`config.mk`:
```
export PLATFORM = sky130hd
export DESIGN_NAME = opd_core
export DESIGN_NICKNAME = d
export VERILOG_FILES = /design/src/core/opd_pkg.sv /design/src/core/opd_core.sv /design/src/core/opd_pin_sync.sv /design/src/core/opd_ticker.sv
export VERILOG_INCLUDE_DIRS = /design/src /design/src/core
export SDC_FILE = /design/constraint.sdc
export NUM_CORES = 1
export LEC_CHECK = 0
export BUFFER_PORTS_ARGS = -buffer_cell sky130_fd_sc_hd__buf_2
export CAP_MARGIN = 0
export CORE_ASPECT_RATIO = 0.8
export CORE_MARGIN = 4
export CORE_UTILIZATION = 40
export CTS_BUF_LIST = sky130_fd_sc_hd__clkbuf_8
export DETAILED_ROUTE_END_ITERATION = 10
export SYNTH_ARGS = -nofsm -noshare
export SYNTH_HDL_FRONTEND = slang
export SYNTH_SLANG_ARGS = --single-unit
```
`constraint.sdc`:
```
create_clock -name clk_sys -period 28.6 [get_ports clk_sys]
set_input_delay 2.86 -clock clk_sys [delete_from_list [all_inputs] [get_ports clk_sys]]
set_output_delay 2.86 -clock clk_sys [all_outputs]
set_load 0.05 [all_outputs]
```
`src/core/opd_cfg.svh`:
```
// Constants for the output pacing and digital I/O block
`ifndef OPD_CFG_SVH
`define OPD_CFG_SVH
`define OPD_CLK_HZ 40_000_000
`define OPD_AO_MAX_HZ 1_000_000
`define OPD_AO_MIN_HZ 1
`define OPD_DIN_MAX_HZ 4_000_000
`define OPD_SETTLE_US 4
`define OPD_SETTLE_CYC ((`OPD_SETTLE_US * `OPD_CLK_HZ) / 1_000_000)
`define OPD_AO_MIN_DIV (`OPD_CLK_HZ / `OPD_AO_MAX_HZ)
`define OPD_AO_MAX_DIV (`OPD_CLK_HZ / `OPD_AO_MIN_HZ)
`define OPD_DIN_MIN_DIV ((`OPD_CLK_HZ + `OPD_DIN_MAX_HZ - 1) / `OPD_DIN_MAX_HZ)
`define OPD_SRC_INT_OUT 2'b00
`define OPD_SRC_EXT_OUT 2'b01
`define OPD_SRC_EXT_IN 2'b10
`define OPD_SRC_INT_IN 2'b11
`define OPD_DIN_ASYNC 2'b00
`define OPD_DIN_ONCE 2'b01
`define OPD_DIN_EVERY 2'b10
`define OPD_DIN_ONLY 2'b11
`define OPD_NCH 4
`define OPD_CODE_W 16
`define OPD_FRAME_W 80
`define OPD_SHIFT_BITS 64
`endif

```
`src/core/opd_pkg.sv`:
```
// Types for the output pacing and digital I/O block
package opd_pkg;
   typedef logic [1:0] opd_src_t;
   typedef logic [1:0] opd_dmode_t;
   typedef enum logic [1:0]
   {
      OPD_IDLE = 2'b00,
      OPD_SHIFT = 2'b01,
      OPD_SETTLE = 2'b10
   } opd_upd_e;
endpackage : opd_pkg

```
`src/core/opd_core.sv`:
```
// Output pacing, converter update shifting and digital I/O top level
`timescale 1ns/1ps
`include "opd_cfg.svh"
// How it works
// - Four 16-bit outputs, updates at most 1 MHz
// - Waveform per channel; single writes only otherwise
// - Internal output clock ticks 1 Hz to 1 MHz
// - External output pin pulses pace updates
// - Input pin paces outputs and input scans
// - Internal input clock uses scan clock
// - Scan-paced: all channels and pattern together
// - Shift codes and settle within 4 us
// - Host stream consumed in order, one per tick
// - Output clock runs independent of scan timing
// - One common clock may pace everything
// - 24 lines, direction per 8-bit group
// - Digital inputs readable at any time
// - Two synchronous digital scan modes, no slowdown
// - Digital-only scans sample up to 4 MHz
// - Async digital output writes at any time
// - Pattern on two 8-bit ports, 4 MHz
// - Pattern clock 1 s to 4 MHz, independent
// - Digital sampled at scan start with analog
module opd_core #(
   parameter int DIV_W = 26
) (
   // Clock and reset
   input wire logic clk_sys,
   input wire logic rst,
   // Pacing configuration
   input wire opd_pkg::opd_src_t ao_src,
   input wire logic [DIV_W-1:0] ao_div,
   input wire logic [DIV_W-1:0] scan_div,
   input wire logic [DIV_W-1:0] pat_div,
   input wire logic run,
   input wire logic [3:0] wave_en,
   input wire logic pat_en,
   input wire logic pat_on_scan,
   // External pacing pins
   input wire logic output_pace_pin,
   input wire logic input_pace_pin,
   // Host stream: four codes then 16-bit pattern, code 0 in low bits
   input wire logic [`OPD_FRAME_W-1:0] strm_data,
   input wire logic strm_valid,
   output logic strm_ready,
   // Host single writes
   input wire logic [1:0] sw_chan,
   input wire logic [`OPD_CODE_W-1:0] sw_code,
   input wire logic sw_wr,
   output logic sw_reject,
   // Converter serial link
   output logic dac_sclk,
   output logic dac_sdo,
   output logic dac_load,
   output logic [`OPD_NCH*`OPD_CODE_W-1:0] ao_code,
   output logic ao_busy,
   output logic underrun,
   input wire logic underrun_clr,
   // Scan timing
   output logic scan_start,
   // Digital I/O lines
   input wire logic [2:0] dio_dir_out,
   input wire logic [23:0] dio_in,
   output logic [23:0] dio_out,
   output logic [23:0] dio_oe,
   input wire logic [23:0] dout_data,
   input wire logic dout_wr,
   // Digital input reading and scanning
   input wire opd_pkg::opd_dmode_t din_mode,
   input wire logic adc_sample,
   output logic [23:0] din_now,
   output logic [23:0] din_scan,
   output logic din_scan_vld
);
   import opd_pkg::*;

   localparam int SB = `OPD_SHIFT_BITS;
   localparam logic [DIV_W-1:0] AO_MIN = DIV_W'(`OPD_AO_MIN_DIV);
   localparam logic [DIV_W-1:0] AO_MAX = DIV_W'(`OPD_AO_MAX_DIV);
   localparam logic [DIV_W-1:0] DIN_MIN = DIV_W'(`OPD_DIN_MIN_DIV);
   localparam logic [7:0] SETTLE = 8'(`OPD_SETTLE_CYC - 2 * SB);

   function automatic logic [DIV_W-1:0] clamp_div(input logic [DIV_W-1:0] d,
      input logic [DIV_W-1:0] lo, input logic [DIV_W-1:0] hi);
      clamp_div = (d < lo) ? lo : ((d > hi) ? hi : d);
   endfunction : clamp_div

   logic ao_tick;
   logic scan_tick;
   logic pat_tick;
   logic out_rise;
   logic in_rise;
   logic [DIV_W-1:0] scan_lo;

   // Digital-only scans may run at 4 MHz, analog scans are 1 MHz bound
   assign scan_lo = (din_mode == `OPD_DIN_ONLY) ? DIN_MIN : AO_MIN;

   opd_ticker #(.W(DIV_W)) u_ao_clk (
      .clk_sys(clk_sys),
      .rst(rst),
      .en_i(run && ao_src == `OPD_SRC_INT_OUT),
      .div_i(clamp_div(ao_div, AO_MIN, AO_MAX)),
      .tick_o(ao_tick)
   );
   opd_ticker #(.W(DIV_W)) u_scan_clk (
      .clk_sys(clk_sys),
      .rst(rst),
      .en_i(run && ao_src != `OPD_SRC_EXT_IN),
      .div_i(clamp_div(scan_div, scan_lo, AO_MAX)),
      .tick_o(scan_tick)
   );
   opd_ticker #(.W(DIV_W)) u_pat_clk (
      .clk_sys(clk_sys),
      .rst(rst),
      .en_i(run && pat_en),
      .div_i(clamp_div(pat_div, DIN_MIN, AO_MAX)),
      .tick_o(pat_tick)
   );
   opd_pin_sync u_out_pin (
      .clk_sys(clk_sys),
      .rst(rst),
      .pin_i(output_pace_pin),
      .rise_o(out_rise)
   );
   opd_pin_sync u_in_pin (
      .clk_sys(clk_sys),
      .rst(rst),
      .pin_i(input_pace_pin),
      .rise_o(in_rise)
   );

   // Pacing selection
   logic scan_evt;
   logic upd_evt;
   always_comb
   begin
      scan_evt = run && ((ao_src == `OPD_SRC_EXT_IN) ? in_rise : scan_tick);
      case (ao_src)
         `OPD_SRC_INT_OUT: upd_evt = ao_tick;
         `OPD_SRC_EXT_OUT: upd_evt = run && out_rise;
         `OPD_SRC_EXT_IN: upd_evt = scan_evt;
         `OPD_SRC_INT_IN: upd_evt = scan_evt;
         default: upd_evt = 1'b0;
      endcase
   end

   // Update engine state
   opd_upd_e st_r;
   opd_upd_e st_nxt;
   logic [SB-1:0] sh_r;
   logic [SB-1:0] sh_nxt;
   logic [6:0] bit_r;
   logic [6:0] bit_nxt;
   logic [7:0] wait_r;
   logic [7:0] wait_nxt;
   logic sclk_r;
   logic sclk_nxt;
   logic load_r;
   logic load_nxt;
   logic [SB-1:0] code_r;
   logic [SB-1:0] code_nxt;
   logic [SB-1:0] pend_r;
   logic [SB-1:0] pend_nxt;
   logic [15:0] pat_r;
   logic [15:0] pat_nxt;
   logic [15:0] patq_r;
   logic [15:0] patq_nxt;
   logic patq_vld_r;
   logic patq_vld_nxt;
   logic [23:0] dout_r;
   logic [23:0] dout_nxt;
   logic urun_r;
   logic urun_nxt;
   logic rdy_r;
   logic rdy_nxt;
   logic rej_r;
   logic rej_nxt;
   logic start_r;
   logic start_nxt;
   logic take;
   logic pat_upd;

   always_comb
   begin
      st_nxt = st_r;
      sh_nxt = sh_r;
      bit_nxt = bit_r;
      wait_nxt = wait_r;
      sclk_nxt = 1'b0;
      load_nxt = 1'b0;
      code_nxt = code_r;
      pend_nxt = pend_r;
      pat_nxt = pat_r;
      patq_nxt = patq_r;
      patq_vld_nxt = patq_vld_r;
      dout_nxt = dout_r;
      urun_nxt = urun_r;
      rej_nxt = 1'b0;
      start_nxt = scan_evt;
      // One frame per tick, in stream order
      take = upd_evt && strm_valid && rdy_r;
      // Pattern follows scan start or its own pacer
      pat_upd = pat_on_scan ? scan_evt : pat_tick;
      rdy_nxt = 1'b1;
      if (underrun_clr)
      begin
         urun_nxt = 1'b0;
      end
      if (upd_evt && !(strm_valid && rdy_r) && (wave_en != 4'h0 || pat_on_scan))
      begin
         urun_nxt = 1'b1;
      end
      if (take)
      begin
         rdy_nxt = 1'b0;
         for (int i = 0; i < `OPD_NCH; i++)
         begin
            if (wave_en[i])
            begin
               pend_nxt[i*16 +: 16] = strm_data[i*16 +: 16];
            end
         end
         patq_nxt = strm_data[SB +: 16];
         patq_vld_nxt = 1'b1;
      end
      if (sw_wr)
      begin
         if (wave_en[sw_chan])
         begin
            rej_nxt = 1'b1;
         end
         else
         begin
            pend_nxt[sw_chan*16 +: 16] = sw_code;
         end
      end
      // A frame taken on this scan start drives the pattern at once
      if (pat_upd && (take || patq_vld_r))
      begin
         pat_nxt = take ? strm_data[SB +: 16] : patq_r;
         patq_vld_nxt = 1'b0;
      end
      if (dout_wr)
      begin
         dout_nxt = dout_data;
      end
      if (pat_en)
      begin
         dout_nxt[15:0] = pat_nxt;
      end
      case (st_r)
         OPD_IDLE:
         begin
            if (take || (sw_wr && !wave_en[sw_chan]))
            begin
               st_nxt = OPD_SHIFT;
               sh_nxt = pend_nxt;
               bit_nxt = 7'(SB);
            end
         end
         OPD_SHIFT:
         begin
            sclk_nxt = ~sclk_r;
            if (sclk_r)
            begin
               sh_nxt = {sh_r[SB-2:0], 1'b0};
               bit_nxt = bit_r - 7'd1;
               if (bit_r == 7'd1)
               begin
                  st_nxt = OPD_SETTLE;
                  wait_nxt = SETTLE;
                  load_nxt = 1'b1;
                  code_nxt = pend_r;
               end
            end
         end
         OPD_SETTLE:
         begin
            wait_nxt = wait_r - 8'd1;
            if (wait_r <= 8'd1)
            begin
               st_nxt = OPD_IDLE;
            end
         end
         default: st_nxt = OPD_IDLE;
      endcase
   end

   always_ff @(posedge clk_sys or posedge rst)
   begin
      if (rst)
      begin
         st_r <= OPD_IDLE;
         sh_r <= '0;
         bit_r <= '0;
         wait_r <= '0;
         sclk_r <= 1'b0;
         load_r <= 1'b0;
         code_r <= '0;
         pend_r <= '0;
         pat_r <= '0;
         patq_r <= '0;
         patq_vld_r <= 1'b0;
         dout_r <= '0;
         urun_r <= 1'b0;
         rdy_r <= 1'b0;
         rej_r <= 1'b0;
         start_r <= 1'b0;
      end
      else
      begin
         st_r <= st_nxt;
         sh_r <= sh_nxt;
         bit_r <= bit_nxt;
         wait_r <= wait_nxt;
         sclk_r <= sclk_nxt;
         load_r <= load_nxt;
         code_r <= code_nxt;
         pend_r <= pend_nxt;
         pat_r <= pat_nxt;
         patq_r <= patq_nxt;
         patq_vld_r <= patq_vld_nxt;
         dout_r <= dout_nxt;
         urun_r <= urun_nxt;
         rdy_r <= rdy_nxt;
         rej_r <= rej_nxt;
         start_r <= start_nxt;
      end
   end

   // Digital input side
   logic [23:0] di1_r;
   logic [23:0] di2_r;
   logic [23:0] dnow_r;
   logic [23:0] dscan_r;
   logic [23:0] dscan_nxt;
   logic dvld_r;
   logic dvld_nxt;
   logic [23:0] oe_r;
   logic [23:0] oe_nxt;

   always_comb
   begin
      dscan_nxt = dscan_r;
      dvld_nxt = 1'b0;
      for (int g = 0; g < 3; g++)
      begin
         oe_nxt[g*8 +: 8] = {8{dio_dir_out[g]}};
      end
      case (din_mode)
         `OPD_DIN_ONCE: dvld_nxt = scan_evt;
         `OPD_DIN_EVERY: dvld_nxt = scan_evt || adc_sample;
         `OPD_DIN_ONLY: dvld_nxt = scan_evt;
         default: dvld_nxt = 1'b0;
      endcase
      if (dvld_nxt)
      begin
         dscan_nxt = di2_r;
      end
   end

   always_ff @(posedge clk_sys or posedge rst)
   begin
      if (rst)
      begin
         di1_r <= '0;
         di2_r <= '0;
         dnow_r <= '0;
         dscan_r <= '0;
         dvld_r <= 1'b0;
         oe_r <= '0;
      end
      else
      begin
         di1_r <= dio_in;
         di2_r <= di1_r;
         dnow_r <= di2_r;
         dscan_r <= dscan_nxt;
         dvld_r <= dvld_nxt;
         oe_r <= oe_nxt;
      end
   end

   assign strm_ready = rdy_r;
   assign sw_reject = rej_r;
   assign dac_sclk = sclk_r;
   assign dac_sdo = sh_r[SB-1];
   assign dac_load = load_r;
   assign ao_code = code_r;
   assign ao_busy = (st_r != OPD_IDLE);
   assign underrun = urun_r;
   assign scan_start = start_r;
   assign dio_out = dout_r;
   assign dio_oe = oe_r;
   assign din_now = dnow_r;
   assign din_scan = dscan_r;
   assign din_scan_vld = dvld_r;
endmodule : opd_core

```
`src/core/opd_pin_sync.sv`:
```
// Two-flop synchroniser with rising-edge pulse output
`timescale 1ns/1ps
module opd_pin_sync (
   // Clock and reset
   input wire logic clk_sys,
   input wire logic rst,
   // Pin
   input wire logic pin_i,
   // Result
   output logic rise_o
);
   logic s1_r;
   logic s2_r;
   logic s3_r;
   logic rise_r;

   always_ff @(posedge clk_sys or posedge rst)
   begin
      if (rst)
      begin
         s1_r <= 1'b0;
         s2_r <= 1'b0;
         s3_r <= 1'b0;
         rise_r <= 1'b0;
      end
      else
      begin
         s1_r <= pin_i;
         s2_r <= s1_r;
         s3_r <= s2_r;
         rise_r <= s2_r & ~s3_r;
      end
   end

   assign rise_o = rise_r;
endmodule : opd_pin_sync

```
`src/core/opd_ticker.sv`:
```
// Programmable tick generator: one pulse every div_i cycles while enabled
`timescale 1ns/1ps
module opd_ticker #(
   parameter int W = 26
) (
   // Clock and reset
   input wire logic clk_sys,
   input wire logic rst,
   // Control
   input wire logic en_i,
   input wire logic [W-1:0] div_i,
   // Tick
   output logic tick_o
);
   logic [W-1:0] cnt_r;
   logic [W-1:0] cnt_nxt;
   logic tick_r;
   logic tick_nxt;

   always_comb
   begin
      cnt_nxt = cnt_r;
      tick_nxt = 1'b0;
      if (!en_i)
      begin
         cnt_nxt = '0;
      end
      else if (cnt_r + W'(1) >= div_i)
      begin
         cnt_nxt = '0;
         tick_nxt = 1'b1;
      end
      else
      begin
         cnt_nxt = cnt_r + W'(1);
      end
   end

   always_ff @(posedge clk_sys or posedge rst)
   begin
      if (rst)
      begin
         cnt_r <= '0;
         tick_r <= 1'b0;
      end
      else
      begin
         cnt_r <= cnt_nxt;
         tick_r <= tick_nxt;
      end
   end

   assign tick_o = tick_r;
endmodule : opd_ticker

```
* Yosys cells after proc, flatten, opt, wreduce, memory -nomap -nowiden
Index checks and enable logic that the tools add are counted.
** Storage, ports and cells
- Register bits after elaboration :: 475
- Input bits :: 247
- Output and inout bits :: 169
- Logic and storage cells :: 170
** Operators by class
- Add/sub/neg operators :: 6
- Order comparisons :: 11
- Eq/ne operators :: 14
- Shift-type cells :: 2
- Mux-type cells :: 62
- Bitwise gates (word level) :: 5
- Reduce and logical (&&, ||, !) cells :: 33
** Operators by type and width (number)
- 64-bit 2-to-1 mux :: 5
- 26-bit 2-to-1 mux :: 12
- 16-bit 2-to-1 mux :: 8
- 64-bit case mux with 2 select lines :: 1
- 26-bit by 1-bit adder with 26-bit output (second input constant) :: 3
- 26-bit greater-or-equal comparator :: 3
- 26-bit > comparator (second input constant) :: 3
- 64-bit bitwise mux :: 1
- 16-bit by 34-bit variable shift with 64-bit output (first input constant) :: 1
- 16-bit by 34-bit indexed part select with 64-bit output :: 1
- 6-bit negator with 34-bit output :: 1
- 26-bit by 4-bit less-than comparator with 1-bit output (second input constant) :: 1
- 26-bit by 6-bit less-than comparator with 1-bit output :: 1
- 26-bit by 6-bit less-than comparator with 1-bit output (second input constant) :: 1
- 1-bit 2-to-1 mux :: 20
- 8-bit 2-to-1 mux :: 2
- 8-bit case mux with 2 select lines :: 1
- 7-bit 2-to-1 mux :: 2
- 7-bit case mux with 2 select lines :: 1
- 1-bit logical AND :: 12
- 2-bit nonzero test :: 6
- 2-bit equality test (second input constant) :: 5
- 2-bit inequality test (second input constant) :: 5
- 3-bit AND reduction :: 3
- other kinds (20) :: 34

* Longest topological paths before layout
- Word-level depth :: 12
- Depth in mapped cells :: 17
- Depth with buffers taken out :: 13

* By module
A second synthesis with hierarchy kept.
** Second synthesis, totals
- Cell total of the unflattened synthesis :: 2294
- Area total of the unflattened synthesis :: 23318.6 µm²
** By module, submodules not included
- opd_core :: times used 1, cells each 1616, area an instance 16995.0 µm², sequential area each 9308.9 µm²
- opd_ticker :: times used 3, cells each 222, area an instance 2029.4 µm², sequential area each 675.6 µm²
- opd_pin_sync :: times used 2, cells each 6, area an instance 117.6 µm², sequential area each 100.1 µm²

* Worst setup path after synthesis
Ideal clock, no wire load.
- Kind :: input-to-reg
- Start :: input pat_div[11]
- End :: register u_pat_clk.cnt_r[10]
- Library setup time :: 0.088 ns
- Arrival :: 6.073 ns
- Required time :: 28.512 ns
- Slack :: 22.439 ns
- Stages on the path :: 15
- Buffers on the path :: 3
- Cell sequence :: nand4_1 > or4_1 > a31oi_1 > o21ai_0 > or2_2 > clkbuf_1 > nor2b_1 > ha_1 > a211oi_1 > nand3_1 > a311o_1 > a41o_1 > clkbuf_1 > clkbuf_1 > nor3b_1
** On the way
- Longest elaborated chain between the ends :: 6
- Elaborated cells on any way between the ends :: 7
- Classes of those cells :: order compare (3); mux (4)
** Ends and longest elaborated chain
- from (decl) :: line opd_core.sv:34 : input wire logic [DIV_W-1:0] pat_div,
- 26-bit > comparator :: line opd_core.sv:85 : clamp_div = (d < lo) ? lo : ((d > hi) ? hi : d);
- 26-bit 2-to-1 mux :: line opd_core.sv:85
- 26-bit 2-to-1 mux * :: line opd_core.sv:85
- 26-bit greater-or-equal comparator * :: line opd_ticker.sv:28 : else if (cnt_r + W'(1) >= div_i)
- 26-bit 2-to-1 mux * :: line opd_ticker.sv:28
- 26-bit 2-to-1 mux * :: line opd_ticker.sv:24 : if (!en_i)
- via u_pat_clk.cnt_nxt[10] :: line opd_ticker.sv:16 : logic [W-1:0] cnt_nxt;
- to (signal assigned) :: line opd_ticker.sv:48 : cnt_r <= cnt_nxt;
- to (decl) :: line opd_ticker.sv:15 : logic [W-1:0] cnt_r;
Mark *: on every way through the listed nets, which the timed path passes. The rest lies on a longest branch.
A chain may end at the register's enable or synchronous reset.

* Worst setup path after layout
- Start :: input ao_div[24]
- End :: register u_ao_clk.cnt_r[0]
** On the way
- Longest elaborated chain between the ends :: 6
- Elaborated cells on any way between the ends :: 7
- Classes of those cells :: order compare (3); mux (4)
** Ends and longest elaborated chain
- from (decl) :: line opd_core.sv:32 : input wire logic [DIV_W-1:0] ao_div,
- 26-bit > comparator :: line opd_core.sv:85
- 26-bit 2-to-1 mux :: line opd_core.sv:85
- 26-bit 2-to-1 mux * :: line opd_core.sv:85
- 26-bit greater-or-equal comparator * :: line opd_ticker.sv:28
- 26-bit 2-to-1 mux * :: line opd_ticker.sv:28
- 26-bit 2-to-1 mux * :: line opd_ticker.sv:24
- via u_ao_clk.cnt_nxt[0] :: line opd_ticker.sv:16
- to (signal assigned) :: line opd_ticker.sv:48
- to (decl) :: line opd_ticker.sv:15
Marks and branches as above.

==> summary.md <==
| Metric | Value |
|---|---|
| Status | `complete, no violations` |
| Mapped Area | `22100 µm²` |
| # Max-Cap Violations | `0` |
| Nets | `2855` |
| Largest fanout on the critical path | `26` |
| Worst-skew pair later-pin latency | `slightly below 0.7 ns` |
| Share of layout cells above drive strength 1 | `24.2%` |
| Final wirelength | `roughly 63000 µm` |
| Reg2Reg Depth | `12` |
| Min Clock Period, post-route | `6.84 ns` |
| Routed vias/inst | `5.30` |
| Reg2Reg Setup Slack | `roughly 24 ns` |
| Measured slew at the worst slew-check pin | `1.22 ns` |
| Fillers | `around 5000` |
| Hold slack | `about 0.34 ns` |
| Hold crit path type | `reg2reg` |
| Data arrival, critical path | `7.38 ns` |
| CP Launch Type | `primary input` |
| Syn-to-layout area delta | `19.2%` |
| Clock buffer depth | `3` |
| Placed inst area | `around 25000 µm²` |
| Die H | `218 µm` |
| 1st-iter DRT viols | `about 1300` |
| NetSw | `just under 0.7 mW` |
| Mapped Avg Cell Area | `10.4 µm²` |
| Routed via count | `17400` |
| First-pass GRT wire length | `between 90000 and 100000 µm` |
| TritonCTS clock tree | `yes` |
| Cts hold-fix bufs | `0` |
| Seq/Total Area, Yosys | `52.3%` |
| Count leader, synth | `dfrtp_1` |
| Hold_sp | `di1_r[14]` |
| Drt drc | `0` |
| Ports | `416` |
| Synth top area cells | `dfrtp_1 52%, nand2_1 7.0%, ha_1 5.1%` |
| Cells after Synth | `roughly 2100` |
| Port Buffers | `415` |
| Fmax | `0.146 GHz` |
| Design Area, Final | `26300 µm²` |
| DR WL/cell | `a little under 20 µm` |
| Reg2Reg Capture Point | `u_scan_clk.cnt_r[5]` |
| Reg clk slew, reported paths | `around 0.06 ns` |
| Antenna violations before repair | `12` |
| Cell variety after synth | `70` |
| RR Startpoint | `u_scan_clk.cnt_r[0]` |
| # clock sinks | `461` |
| DP HPWL | `about 45000 µm` |
| TritonCTS Buffers | `76` |
| Net Count, Synth | `2462` |
| FF+latch count, synth | `461` |
| Synthesis Warnings | `0` |
| VDD IR max | `0.0343 mV` |
| Commonest cells post-synth | `461 x dfrtp_1, 409 x nand2_1, 133 x a21oi_1, 97 x nor2b_1, 90 x ha_1` |
| Final Max Tran Viols | `0` |
| P_leak | `between 10 and 15 nW` |
| Worst slew margin | `18.6%` |
| Hold Path Cell Cnt | `0` |
| Ys async rst share | `100%` |
| Total grt overflow | `0` |
| EDFF count, synth | `0` |
| Clk_skew | `0.0448 ns` |
| Hold Path End | `di2_r[14]` |
| Fin crit share | `between 20% and 30%` |
| Die X | `271 µm` |
| Internal | `1.28 mW` |
| Vias in the first global route | `17600` |
| Synth top area share | `52.3%` |
| Post-CTS setup buffer count | `0` |
| Post-route setup TNS | `0 ns` |
| Largest net degree at the start of global routing | `102` |
| Reg power frac | `41.9%` |
| Routed Antenna Nets | `0` |
| Starting Density | `approximately two fifths` |
| Comb power frac | `26.1%` |
| Post_cts resized | `0` |
| H-tree levels | `3` |
| Aggregate global-route resource usage | `21.1%` |
| Die ar. | `59000 µm²` |
| Switching part of the total power | `35.0%` |
| Core area | `roughly 54000 µm²` |
| Clk pwr share | `about 32%` |
| Area leader, netlist | `dfrtp_1` |
| Final hold vios | `0` |
| Power per cell area | `74.7 nW/µm²` |
| Routability cong. | `0.902` |
| Clk root buf | `clkbuf_8` |
| CP Data Required Time | `29.15 ns` |
| Ys flop type | `dfrtp_1` |
| Critical Path Sink Type | `flop` |
| RSZ-0062 raised after global routing | `no` |
| TritonRoute pass-1 iters | `5` |
| Final setup fails | `0` |
| Kind of critical path | `in2reg` |
| Rows | `76` |
==> worst max-delay path by stage <==
stage / from / end / cells past startpoint
4_1_cts: ao_div[24] / u_ao_clk.cnt_r[0] / 14
3_5_place_dp: ao_div[24] / u_ao_clk.cnt_r[0] / 14
5_1_grt: ao_div[24] / u_ao_clk.cnt_r[25] / 14
2_1_floorplan: rst / ao_code[0] / 1
6_report: ao_div[24] / u_ao_clk.cnt_r[0] / 14
3_3_place_gp: ao_div[24] / u_ao_clk.cnt_r[20] / 14
==> power groups by stage <==
stage / Combinational [mW] / Sequential [mW] / Clock [mW]
final: 0.513 / 0.823 / 0.628
after CTS: 0.517 / 0.822 / 0.648
after global placement: 0.508 / 0.829 / 0
after floorplan: 0.260 / 0.943 / 0
after global routing: 0.559 / 0.836 / 0.677
after detailed placement: 0.516 / 0.833 / 0
==> worst max-delay path, cell delays in order <==
cell      delay [ns]
buf_2           0.11
or2_2           0.30
or4_1           0.44
nor4bb_1        0.45
nand4_1         0.35
nand2_1         0.44
o21ai_0         0.20
ha_1            0.35
nand4_1         0.10
nor4_1          0.07
a211o_1         0.28
a211oi_1        0.30
nand3_1         0.77
nor2_1          0.34
==> kinds of logic after synthesis <==
group | Yosys count | synth area share (%)
flops | 461 | 52.3
fa+ha+maj | 90 | 5.11
buf+inv | 151 | 3.22
simple gates | 823 | 18.2
compound gates | 399 | 12.3
xor+xnor | 81 | 3.22
mux | 120 | 5.71
==> flip-flops by register name, indices dropped and copies added, names as in the netlist, 24 cells and up <==
| signal | cells |
|---|---|
| ao_code | 64 |
| u_scan_clk.cnt_r | 26 |
| din_now | 24 |
| sh_r | 64 |
| u_ao_clk.cnt_r | 26 |
| di2_r | 24 |
| pend_r | 64 |
| di1_r | 24 |
| din_scan | 24 |
| u_pat_clk.cnt_r | 26 |
| dio_out | 24 |
==> area by class of cell <==
type | count | area [µm²] | share of cell area [%]
timing repair buffer | 438 | 2250 | 8.56
multi-input combinational | 1513 | 9850 | 37.5
clock inverter | 44 | 368 | 1.40
inverter | 28 | 113 | 0.428
sequential | 461 | 11500 | 43.9
tap | 702 | 878 | 3.34
antenna | 6 | 15.0 | 0.0571
clock buffer | 93 | 1280 | 4.87
==> placed cells by master, fill, tap and decap left out, types with 34 or more instances in the layout <==
| cell | instances |
|---|---|
| mux2_2 | 36 |
| a21oi_1 | 133 |
| xnor2_1 | 56 |
| nand3_1 | 45 |
| ha_1 | 90 |
| mux2i_1 | 83 |
| o21ai_1 | 41 |
| nor2_1 | 79 |
| clkbuf_8 | 93 |
| nor2b_1 | 97 |
| nand2_1 | 408 |
| nand4_1 | 34 |
| inv_1 | 48 |
| buf_2 | 415 |
| o21ai_0 | 51 |
| dfrtp_1 | 460 |
==> routing by layer <==
metal | vias to the layer above | share of wire, % | GRT usage (%)
li1 | 8260 | - | -
met2 | 506 | 44 | 32.1
met4 | 14 | 2.4 | 6.38
met5 | - | 0.13 | 0
met3 | 108 | 6.7 | 5.16
met1 | 8535 | 46 | 30.0
==> stage by stage <==
| stage | setup WS (ns) | util [%] | total power [mW] | cells |
|---|---|---|---|---|
| final | 21.76 | 48.5 | 1.96 | 3285 |
| after detailed placement | 21.21 | 45.4 | 1.35 | 3142 |
| after floorplan | 12.89 | - | 1.20 | 2125 |
| after CTS | 21.88 | 48.5 | 1.99 | 3279 |
| after global placement | 21.47 | 45.4 | 1.34 | 3142 |
| after global routing | 21.36 | 48.5 | 2.07 | 3284 |
Power figures use the tool's default switching activity.
